===== config.mk =====
export PLATFORM = sky130hd
export DESIGN_NAME = gwpm_top
export DESIGN_NICKNAME = d
export VERILOG_FILES = /design/src/rtl/gwpm_pkg.sv /design/src/rtl/gwpm_pin_mux.sv /design/src/rtl/gwpm_wake_det.sv /design/src/rtl/gwpm_top.sv
export SDC_FILE = /design/constraint.sdc
export NUM_CORES = 1
export LEC_CHECK = 0
export ABC_CLOCK_PERIOD_IN_PS = 1800
export BUFFER_PORTS_ARGS = -buffer_cell sky130_fd_sc_hd__buf_2
export CAP_MARGIN = 30
export CORE_MARGIN = 2
export CORE_UTILIZATION = 33
export DETAILED_ROUTE_END_ITERATION = 7
export PLACE_DENSITY = 0.68
export SYNTH_ARGS = -nofsm -noshare
export SYNTH_HDL_FRONTEND = slang
export SYNTH_SLANG_ARGS = --single-unit
export TNS_END_PERCENT = 50

===== constraint.sdc =====
create_clock -name sys_clk -period 1.8 [get_ports sys_clk]
set_clock_uncertainty 0.05 [all_clocks]
set_input_delay 0.54 -clock sys_clk [delete_from_list [all_inputs] [get_ports sys_clk]]
set_output_delay 0.54 -clock sys_clk [all_outputs]
set_load 0.02 [all_outputs]

===== src/rtl/gwpm_pkg.sv =====
// Package for the GPIO wake and power mode block: widths, timing, types.
// Assumes a single 20 MHz system clock domain.
package gwpm_pkg;
  localparam int unsigned PA_W = 8;
  localparam int unsigned PB_W = 5;
  localparam int unsigned PC_W = 6;
  localparam int unsigned PIN_W = 19;
  localparam int unsigned PB_LSB = 8;
  localparam int unsigned PC_LSB = 13;
  // Alternate function presence per pin, port B is analog only
  localparam logic [18:0] AF_PRESENT = 19'h7e0ff;
  // I2C clock and data on port A bits 6 and 7
  localparam logic [18:0] AF_OPEN_DRAIN = 19'h000c0;
  localparam int unsigned CLK_PERIOD_NS = 50;
  localparam int unsigned GLITCH_NS = 10;
  // Least time, rounded up, never below one cycle
  localparam int unsigned GLITCH_CYC_RAW =
    (GLITCH_NS + CLK_PERIOD_NS - 1) / CLK_PERIOD_NS;
  localparam int unsigned GLITCH_CYC =
    (GLITCH_CYC_RAW < 1) ? 1 : GLITCH_CYC_RAW;
  localparam int unsigned WDO_CYC = 66;
  localparam int unsigned SYS_CYC = 16;
  localparam int unsigned CNT_W = 8;
  localparam logic [7:0] WDO_CNT = 8'h42;
  localparam logic [7:0] SYS_CNT = 8'h10;

  typedef enum logic [4:0] {
    GWPM_RUN = 5'h01,
    GWPM_HALT = 5'h02,
    GWPM_STOP = 5'h04,
    GWPM_RECW = 5'h08,
    GWPM_RECS = 5'h10
  } gwpm_state_t;

  // Peripheral side of each pin when handed over
  typedef struct packed {
    logic [18:0] out;
    logic [18:0] oe;
  } gwpm_af_t;

  // Pin configuration
  typedef struct packed {
    logic [18:0] dirIn;
    logic [18:0] altSel;
    logic [18:0] openDrain;
    logic [18:0] wakeEn;
    logic [18:0] outVal;
  } gwpm_cfg_t;

  // Power gating outputs
  typedef struct packed {
    logic cpuRun;
    logic sysClkEn;
    logic xtalEn;
    logic wdtRun;
    logic bodOn;
    logic periphRun;
    logic inReset;
  } gwpm_pwr_t;
endpackage


===== src/rtl/gwpm_pin_mux.sv =====
// Pin multiplexer: port direction or alternate function drives each pin.
// Assumes pins are sampled elsewhere; no inout, three signals per pin.
`timescale 1ns/1ps
module gwpm_pin_mux
(
  // Configuration and peripheral
  input wire gwpm_pkg::gwpm_cfg_t cfg,
  input wire gwpm_pkg::gwpm_af_t af,
  // Pin driver
  output logic [18:0] pinOut,
  output logic [18:0] pinOe
);
  import gwpm_pkg::*;

  wire [18:0] useAf;
  wire [18:0] rawOut;
  wire [18:0] rawOe;
  wire [18:0] odMode;

  assign useAf = cfg.altSel & AF_PRESENT;
  assign rawOe = (useAf & af.oe) | (~useAf & ~cfg.dirIn);
  assign rawOut = (useAf & af.out) | (~useAf & cfg.outVal);
  assign odMode = cfg.openDrain | (useAf & AF_OPEN_DRAIN);
  // Open drain only ever pulls low
  assign pinOe = rawOe & ~(odMode & rawOut);
  assign pinOut = rawOut & ~odMode;
endmodule // gwpm_pin_mux


===== src/rtl/gwpm_wake_det.sv =====
// Wake detector: compares enabled pins against the level latched at STOP.
// Assumes latch is stable while system clock is gated.
`timescale 1ns/1ps
module gwpm_wake_det
(
  // Clock and reset
  input wire logic sys_clk,
  input wire logic nrst,
  // Control
  input wire logic latchNow,
  input wire logic [18:0] pinIn,
  input wire logic [18:0] wakeEn,
  // Result
  output logic wakeReq
);
  import gwpm_pkg::*;

  logic [18:0] ref_ff;
  logic [7:0] stable_ff;
  wire [18:0] diff;
  wire anyDiff;

  assign diff = (pinIn ^ ref_ff) & wakeEn;
  assign anyDiff = |diff;

  always_ff @(posedge sys_clk)
  begin
    if (!nrst)
      ref_ff <= 19'h00000;
    else if (latchNow)
      ref_ff <= pinIn;
  end

  always_ff @(posedge sys_clk)
  begin
    if (!nrst || latchNow || !anyDiff)
      stable_ff <= 8'h00;
    else if (stable_ff < 8'(GLITCH_CYC))
      stable_ff <= stable_ff + 8'h01;
  end

  assign wakeReq = anyDiff && (stable_ff >= 8'(GLITCH_CYC - 1));
endmodule // gwpm_wake_det


===== src/rtl/gwpm_top.sv =====
// Top of GPIO wake and power mode block: mode machine, recovery timing,
// input capture and pin muxing. Assumes wdtOscTick pulses once per
// watchdog oscillator cycle, synchronous to sys_clk; sys_clk keeps a
// free-running model clock while STOP gates the device clock outward.
`timescale 1ns/1ps
module gwpm_top
#(
  parameter int unsigned WDO_CYCLES = 66,
  parameter int unsigned SYS_CYCLES = 16
)
(
  // Clock and reset
  input wire logic sys_clk,
  input wire logic nrst,
  // CPU instructions and wake events
  input wire logic stopInstr,
  input wire logic haltInstr,
  input wire logic irqPending,
  input wire logic wdtTimeout,
  input wire logic porEvent,
  input wire logic bodEvent,
  input wire logic extResetEvent,
  input wire logic wdtOscTick,
  // Options
  input wire logic wdtStopEn,
  input wire logic wdtEnable,
  input wire logic bodStopEn,
  input wire logic stopFlagClr,
  // Pin configuration
  input wire gwpm_pkg::gwpm_cfg_t cfg,
  // Pin pads
  input wire logic [18:0] pinIn,
  output logic [18:0] pinOut,
  output logic [18:0] pinOe,
  output logic crystalInPin,
  output logic crystalOutPin,
  // Port A alternate functions
  output logic timer0_input,
  input wire logic timer0_output,
  input wire logic uart_driver_enable,
  output logic uart_clear_to_send,
  output logic uart_receive,
  input wire logic uart_transmit,
  output logic i2cSclIn,
  input wire logic i2cSclLow,
  output logic i2cSdaIn,
  input wire logic i2cSdaLow,
  // Port C alternate functions
  output logic timer1_input,
  input wire logic timer1_output,
  output logic spiSsIn,
  output logic spiSckIn,
  input wire logic spiSckOut,
  input wire logic spiSckOe,
  output logic spiMosiIn,
  input wire logic spiMosiOut,
  input wire logic spiMosiOe,
  output logic spiMisoIn,
  input wire logic spiMisoOut,
  input wire logic spiMisoOe,
  // Status
  output logic [18:0] port_input_value_reg,
  output logic [18:0] pinEdgeIrq,
  output logic stopRecoveryFlag,
  output gwpm_pkg::gwpm_pwr_t pwr,
  output gwpm_pkg::gwpm_state_t mode
);
  import gwpm_pkg::*;

  gwpm_state_t state_ff;
  gwpm_state_t nxt_state;
  logic [7:0] cnt_ff;
  logic [7:0] nxt_cnt;
  logic [18:0] inReg_ff;
  logic [18:0] irq_ff;
  logic stopFlag_ff;
  gwpm_af_t af;
  wire wakeReq;
  wire haltExit;
  wire enterStop;
  wire enterHalt;
  wire wdoDone;
  wire sysDone;
  wire inStop;
  wire inRun;

  localparam logic [7:0] WDO_LAST = 8'(WDO_CYCLES - 1);
  localparam logic [7:0] SYS_LAST = 8'(SYS_CYCLES - 1);
  localparam logic [7:0] WDO_LEN = 8'(WDO_CYCLES);
  localparam logic [7:0] SYS_LEN = 8'(SYS_CYCLES);

  assign inStop = (state_ff == GWPM_STOP);
  assign inRun = (state_ff == GWPM_RUN);
  assign enterStop = inRun && stopInstr;
  assign enterHalt = inRun && haltInstr && !stopInstr;
  assign haltExit = irqPending || wdtTimeout || porEvent || bodEvent ||
    extResetEvent;
  assign wdoDone = wdtOscTick && (cnt_ff == WDO_LAST);
  assign sysDone = (cnt_ff == SYS_LAST);

  gwpm_wake_det u_wake
  (
    .sys_clk(sys_clk),
    .nrst(nrst),
    .latchNow(enterStop),
    .pinIn(pinIn),
    .wakeEn(cfg.wakeEn & {19{inStop}}),
    .wakeReq(wakeReq)
  );

  // Mode machine
  always_comb
  begin
    nxt_state = state_ff;
    nxt_cnt = cnt_ff;
    case (state_ff)
      GWPM_RUN:
      begin
        if (enterStop)
          nxt_state = GWPM_STOP;
        else if (enterHalt)
          nxt_state = GWPM_HALT;
        nxt_cnt = 8'h00;
      end
      GWPM_HALT:
      begin
        if (haltExit)
          nxt_state = GWPM_RUN;
      end
      GWPM_STOP:
      begin
        if (wakeReq || (wdtTimeout && wdtStopEn && wdtEnable))
          nxt_state = GWPM_RECW;
        nxt_cnt = 8'h00;
      end
      GWPM_RECW:
      begin
        if (wdoDone)
        begin
          nxt_state = GWPM_RECS;
          nxt_cnt = 8'h00;
        end
        else if (wdtOscTick)
          nxt_cnt = cnt_ff + 8'h01;
      end
      GWPM_RECS:
      begin
        if (sysDone)
        begin
          nxt_state = GWPM_RUN;
          nxt_cnt = 8'h00;
        end
        else
          nxt_cnt = cnt_ff + 8'h01;
      end
      default:
      begin
        nxt_state = GWPM_RUN;
        nxt_cnt = 8'h00;
      end
    endcase
  end

  always_ff @(posedge sys_clk)
  begin
    if (!nrst)
    begin
      state_ff <= GWPM_RUN;
      cnt_ff <= 8'h00;
    end
    else
    begin
      state_ff <= nxt_state;
      cnt_ff <= nxt_cnt;
    end
  end

  always_ff @(posedge sys_clk)
  begin
    if (!nrst)
    begin
      stopFlag_ff <= 1'b0;
    end
    else
    begin
      // Set wins over a clear in the same cycle
      if (inStop && wakeReq)
        stopFlag_ff <= 1'b1;
      else if (stopFlagClr)
        stopFlag_ff <= 1'b0;
    end
  end

  // input register only samples in run or halt
  // short pulses gone before recovery ends
  always_ff @(posedge sys_clk)
  begin
    if (!nrst)
    begin
      inReg_ff <= 19'h00000;
      irq_ff <= 19'h00000;
    end
    else if (inRun || state_ff == GWPM_HALT)
    begin
      inReg_ff <= pinIn;
      irq_ff <= pinIn ^ inReg_ff;
    end
    else
      irq_ff <= 19'h00000;
  end

  assign port_input_value_reg = inReg_ff;
  assign pinEdgeIrq = irq_ff;
  assign stopRecoveryFlag = stopFlag_ff;
  assign mode = state_ff;

  assign crystalInPin = inStop;
  assign crystalOutPin = 1'b0;

  assign pwr.xtalEn = !inStop;
  assign pwr.sysClkEn = !inStop;
  assign pwr.cpuRun = inRun;
  assign pwr.periphRun = inRun || (state_ff == GWPM_HALT);
  assign pwr.wdtRun = inStop ? (wdtEnable && wdtStopEn) : wdtEnable;
  assign pwr.bodOn = inStop ? bodStopEn : 1'b1;
  assign pwr.inReset = (state_ff == GWPM_RECW) ||
    (state_ff == GWPM_RECS);

  assign af.out[7:0] = {1'b0, 1'b0, uart_transmit, 1'b0, 1'b0,
    uart_driver_enable, timer0_output, 1'b0};
  assign af.oe[7:0] = {i2cSdaLow, i2cSclLow, 1'b1, 1'b0, 1'b0, 1'b1,
    1'b1, 1'b0};
  assign af.out[12:8] = 5'h00;
  assign af.oe[12:8] = 5'h00;
  assign af.out[18:13] = {spiMisoOut, spiMosiOut, spiSckOut, 1'b0,
    timer1_output, 1'b0};
  assign af.oe[18:13] = {spiMisoOe, spiMosiOe, spiSckOe, 1'b0, 1'b1,
    1'b0};
  assign timer0_input = pinIn[0];
  assign uart_clear_to_send = pinIn[3];
  assign uart_receive = pinIn[4];
  assign i2cSclIn = pinIn[6];
  assign i2cSdaIn = pinIn[7];
  assign timer1_input = pinIn[PC_LSB];
  assign spiSsIn = pinIn[PC_LSB + 2];
  assign spiSckIn = pinIn[PC_LSB + 3];
  assign spiMosiIn = pinIn[PC_LSB + 4];
  assign spiMisoIn = pinIn[PC_LSB + 5];

  gwpm_pin_mux u_mux
  (
    .cfg(cfg),
    .af(af),
    .pinOut(pinOut),
    .pinOe(pinOe)
  );

  // Independent tallies of both recovery phases
  logic [7:0] recwTicks_ff;
  logic [7:0] recsLen_ff;
  always_ff @(posedge sys_clk)
  begin
    if (!nrst || state_ff != GWPM_RECW)
      recwTicks_ff <= 8'h00;
    else if (wdtOscTick)
      recwTicks_ff <= recwTicks_ff + 8'h01;
  end
  always_ff @(posedge sys_clk)
  begin
    if (!nrst || state_ff != GWPM_RECS)
      recsLen_ff <= 8'h00;
    else
      recsLen_ff <= recsLen_ff + 8'h01;
  end
endmodule // gwpm_top


==> qor.csv, run 1 <==
metric;value;unit
drcViolationCount;0;
cts_made_buffers;9;
hold_viol;0;
htreeDepth;3;
drtIter0Drc;171;
fp.dieArea;11870;sq um
synthSimpleGateAreaFrac;22.69;%
r2r-end;port_input_value_reg[13];
rsz0062_at_grt;true;
grt_max_degree;47;
ioPinCount;241;
fin_ws;-0.4815;ns
ys_types;49;
track_usage;18.90;%
wl;12.06;mm
grt_pass1_wl;17.45;mm
clockRootBuffer;clkbuf_8;
clk_path_buf_depth;2;
fillerInstances;1012;
cpPeakStageDelay;0.39;ns
violations;negative setup slack;
insertion_delay;0.35;ns
synth.most_common_cell;dfxtp_1;
port_buffers;234;
via_per_inst;4.771;
syn-mean-instance-area;8.453;sq um
yosys-top-cells-count;dfxtp_1, nand2_1, nor2_1, xnor2_1, nand3_1;
synth_cells;430;
power_density;815.0;nW/um^2
start_kind;flop;
fin_crit_sh;126.7;%
r2r_setup_slack;-0.13;ns
synth-xor-area-share;10.60;%
required;1.21;ns
p_switching;1.632;mW
min_from;u_wake.ref_ff[8];
yosys.area.top_type;dfxtp_1;
fp-row-count;38;
synth_top_cell_area_share;39.10;%
power_frac_comb;35.0;%
layout_min_cycle_time;2.281;ns
synth_ff_type;dfxtp_1;
p_sw_share;34.35;%
regArea;1429;sq um
worstPathMaxFanout;3;
relSlewSlack;63.83;%
arrival;1.69;ns
syn-num-nets;572;
synth_mux_area_share;1.962;%
critPathSlowestCell;or3_4;
drt-wirelength-per-cell;14.22;um
yosys-top-cells-area;dfxtp_1, nand2_1, xnor2_1;
syn_to_final_growth;60.45;%
drv_slew;0;
nets;845;
gr-total-overflow;0;
cts.clk_slew.worst_paths;0.09;ns
antenna_found_initial;0;
synthAdderAreaFrac;0.6885;%
ant_nets;0;
drive_gt1_share;50.42;%
synth_top_family_by_area;simple AND/OR/NAND/NOR gates;
ys_warn_count;0;
antennaDiodeCount;0;
vias;4046;
grt_pass1_vias;3760;
coreArea;10790;sq um
synth_area;3635;sq um
ir_worst_vdd;0.4007;mV
dpl.hpwl;8.912;mm
start_util;33.68;%
firstDrtPassIters;4;
die_y;109.0;um
clock.fmax;438.3;MHz
cts_tree;done;
setup_tns;-4.295;ns
post-place-ws;-0.1576;ns
power.total;4.753;mW
min_to;u_wake.ref_ff[8];
synth_edf_count;0;
numClockSinks;71;
gp_congestion;0.8015;
clkPwrFrac;26.8;%
multi_input_area;2203;sq um
maxCapViolations;0;
synth-compound-area-share;18.55;%
setup_violations;30;
cp_top_family;simple AND/OR/NAND/NOR gates;
reg2reg_depth;9;
worstMarginPinSlew;0.5426;ns
ys_async_sr_fraction;0;%
p_seq_share;38.3;%
die_w;109.0;um
status;complete, but fails checks;
p_leak;2.762;nW
hold_path_depth;2;
cp-end-kind;output port;
p_int;3.121;mW
criticalPathCategory;flop to output port;
ys_seq_area_share;39.10;%
hold_path.class;flop to flop;
ys_ff_latch;71;
path_cells;or3_4 -> nor3b_4 -> inv_2 -> o21a_4 -> buf_6;
crit_buf_inv;2;
r2r-start;mode[3];
worst min-delay path, delay by kind of cell, from the launching register on:
kind | cells | cell delay, ns
simple gates | 1 | 0.05
flops | 1 | 0.32
compound gates | 1 | 0.06
per-stage QoR:
| step | instances | utilization, % | area (sq um) | hold WS [ns] |
|---|---|---|---|---|
| 4_1_cts | 842 | 51.22 | 5528 | 0.4177 |
| 5_1_grt | 848 | 54.03 | 5832 | 0.4288 |
| 3_5_place_dp | 819 | 47.92 | 5172 | 0.4183 |
| 6_report | 848 | 54.03 | 5832 | 0.4264 |
| 3_3_place_gp | 819 | 47.92 | 5172 | 0.4109 |
| 2_1_floorplan | 430 | - | 3661 | 0.4051 |
power by group through the flow:
stage / logic [mW] / registers, mW / clock network, mW
after floorplan: 0.688 / 1.99 / 0
after global placement: 1.39 / 1.85 / 0
after detailed placement: 1.42 / 1.85 / 0
after CTS: 1.50 / 1.82 / 1.29
after global routing: 1.80 / 1.84 / 1.37
final: 1.66 / 1.82 / 1.27
how the worst max path moves through the flow:
stage                     cells past startpoint      end  slack, ns        from
after detailed placement                      5  mode[4]      -0.16  wdtTimeout
after global routing                          5   pwr[3]      -0.56     mode[4]
after floorplan                               4   pwr[3]      -0.33     mode[3]
after global placement                        5  mode[0]      -0.12  wdtTimeout
final                                         5   pwr[3]      -0.48     mode[3]
after CTS                                     5   pwr[3]      -0.49     mode[4]
cell families (layout without fill, tap and decap cells):
family,after synthesis,after routing
compound gates,91,91
mux,7,7
other cells,1,1
fa+ha+maj,2,2
flops,71,71
simple gates,175,175
buf+inv,39,317
xor+xnor,44,44
cells in the final DEF (no fill, tap or decap), types with 19 or more instances in the layout:
cell type and instances:
xor2_1 20, xnor2_1 24, buf_2 222, buf_6 23, a21boi_1 19, a21boi_0 19, buf_4 41, nand3_1 21
nand2_1 65, nor2_1 37, dfxtp_1 67
cell type report:
class / count / area share, %
clock buffers: 9 / 2.124
clock inverters: 7 / 1.266
inverters: 9 / 0.7080
multi-input cells: 320 / 37.78
flip-flops and latches: 71 / 24.50
well taps: 140 / 3.004
repair buffers: 292 / 30.62
timing repair:
action,CTS,global route
setup endpoints to repair,50,63
pin swaps,8,18
gates cloned,0,3
gates resized for setup,30,64
setup buffers,8,7
hold buffers,0,0
metal layers:
metal	vias to the layer above	part of all wire [%]	track usage, %
li1	2010	-	-
met1	1819	38	21.75
met2	198	52	34.78
met3	19	7.7	2.929
met4	0	2.0	7.326
met5	-	0	0
(Power assumes the default switching activity.)
==> inputs of run 2 (changes only) <==
Settings changed: REMOVE_ABC_BUFFERS set to 1.
==> run 2 against run 1 <==
The flow still finishes with violations (negative setup slack). Combinational power is 5% lower. Critical path depth stayed put. Cell count is 0.24% higher. Non-clock buffer count is 1 higher. Clock power is 6% higher. Critical path type unchanged.
==> qor.csv, run 2 (synthesis results as in run 1) <==
metric;value;unit;change
mostFrequentLayoutCell;buf_2;;
drt-wirelength-per-cell;14.04;um;-1.3%
status;complete, but fails checks;;
vias;4082;;+0.89%
fin_ws;-0.4607;ns;+0.02074 ns
layout_min_cycle_time;2.261;ns;-0.02074 ns
htreeDepth;3;;unchanged
start_kind;flop;;
wl_met1;4.580;mm;-0.87%
r2r_setup_slack;-0.33;ns;-0.20 ns
critPathSlowestCell;or3_4;;
clk_path_buf_depth;2;;unchanged
criticalPathCategory;flop to output port;;
fp.dieArea;11870;sq um;unchanged
gp_congestion;0.8001;;-0.17%
relSlewSlack;56.13;%;-7.7 points
power.total;4.752;mW;about the same
worstPathMaxFanout;3;;unchanged
dpl.hpwl;8.670;mm;-2.7%
worstMarginPinSlew;0.6530;ns;+0.1104 ns
gr-total-overflow;0;;unchanged
hold_path.class;flop to flop;;
via_per_inst;4.802;;+0.65%
drtIter0Drc;115;;-33%
wl;11.93;mm;-1.0%
cpPeakStageDelay;0.41;ns;+0.02 ns
numClockSinks;71;;unchanged
wl_met2;6.552;mm;+4.6%
drv_slew;0;;unchanged
r2r-start;mode[0];;
ioPinCount;241;;unchanged
crit_end;pwr[3];;
p_leak;2.746;nW;-0.58%
grt_pass1_vias;3832;;+1.9%
arrival;1.67;ns;-0.02 ns
grt_max_degree;47;;unchanged
fillerInstances;987;;-2.5%
ant_nets;0;;unchanged
required;1.21;ns;about the same
hold_ws;0.4266;ns;+0.0002320 ns
coreArea;10790;sq um;unchanged
setup_violations;20;;-33%
die_w;109.0;um;unchanged
r2r-end;cnt_ff[5];;
clockRootBuffer;clkbuf_8;;
drive_gt1_share;48.87;%;-1.6 points
ir_worst_vdd;0.4264;mV;+6.4%
nets;847;;+0.24%
cp-end-kind;output port;;
violations;negative setup slack;;
maxCapViolations;0;;unchanged
power_density;824.4;nW/um^2;+1.1%
final_cell_mix;buf_2, dfxtp_1, nand2_1;;
hold_viol;0;;unchanged
crit_path_start;mode[4];;
place_area;5167;sq um;about the same
reg2reg_depth;10;;+1
top_layer;met4;;
design_area;5764;sq um;-1.2%
cts_tree;done;;
setup_tns;-5.072;ns;-0.7769 ns
clock.fmax;442.3;MHz;+0.92%
port_buffers;234;;unchanged
die_y;109.0;um;unchanged
insertion_delay;0.33;ns;-0.02 ns
fp-row-count;38;;unchanged
syn_to_final_growth;58.59;%;
cts.clk_slew.worst_paths;0.07;ns;-0.02 ns
track_usage;19.00;%;+0.11 points
start_util;33.68;%;unchanged
antenna_found_initial;0;;unchanged
cts_made_buffers;9;;unchanged
drcViolationCount;0;;unchanged
antennaDiodeCount;0;;unchanged
wl_met3;643;um;-31%
path_cells;or3_4 -> nor3b_4 -> inv_2 -> o21a_1 -> buf_2;;
rsz0062_at_grt;true;;
grt_pass1_wl;17.76;mm;+1.8%
fin_crit_sh;125.6;%;-1.2 points
firstDrtPassIters;4;;unchanged
==> run 2: changes by cell type in the layout (fill, tap and decap cells not counted), sizes merged <==
cell | previous run | this run
clkinv | 6 | 2
buf | 290 | 292
clkbuf | 11 | 13
inv | 8 | 9
nand2 | 69 | 70
==> run 2: repair_timing <==
| item | 4_1_cts | 5_1_grt |
|---|---|---|
| pin swaps | 21 | 11 |
| endpoints found under the setup margin | 42 | 56 |
| cloned | 0 | 3 |
| resized for setup | 44 | 45 |
| setup buffers | 23 | 4 |
| hold buffers | 0 | 0 |
==> run 2: layout make-up <==
class | count | area [sq um] | area share, %
timing repair buffer | 293 | 1762 | 30.56
clock buffer | 12 | 165.2 | 2.865
tap | 140 | 175.2 | 3.039
multi-input combinational | 321 | 2143 | 37.18
sequential | 71 | 1426 | 24.74
inverter | 9 | 41.29 | 0.7163
clock inverter | 4 | 51.30 | 0.8899
==> run 2: worst min path at each step <==
stage	endpoint	depth (start not counted)	startpoint	slack [ns]
4_1_cts	port_input_value_reg[5]	3	pinIn[5]	0.41
6_report	u_wake.ref_ff[12]	2	u_wake.ref_ff[12]	0.43
3_3_place_gp	u_wake.ref_ff[17]	2	u_wake.ref_ff[17]	0.41
3_5_place_dp	port_input_value_reg[13]	2	port_input_value_reg[13]	0.42
2_1_floorplan	u_wake.ref_ff[0]	2	u_wake.ref_ff[0]	0.41
5_1_grt	port_input_value_reg[5]	3	pinIn[5]	0.42
==> run 2: critical path: cells and delay by family (launching register included) <==
kind | cells | cell delay, ns
AOI/OAI and AO/OA | 1 | 0.16
DFF | 1 | 0.32
buffers and inverters | 2 | 0.22
and+or+nand+nor | 2 | 0.63
==> run 2: power by group <==
group	switching (mW)	internal, mW	total, mW
clock network	0.596	0.757	1.35
logic	0.887	0.689	1.58
registers	0.0951	1.73	1.82
total	1.58	3.17	4.75
==> run 2: stage by stage <==
step	worst slack (ns)	utilization, %	instances
after floorplan	-0.7424	-	400
after global placement	-0.1547	47.88	823
after detailed placement	-0.1484	47.88	823
after CTS	-0.4358	52.28	850
after global routing	-0.5093	53.41	850
final	-0.4607	53.41	850
==> run 2: layer usage <==
layer  GRT usage [%]  vias up
li1                -     2020
met1           21.57     1899
met2           36.11      147
met3           3.347       16
met4           5.128        0
met5               0        -
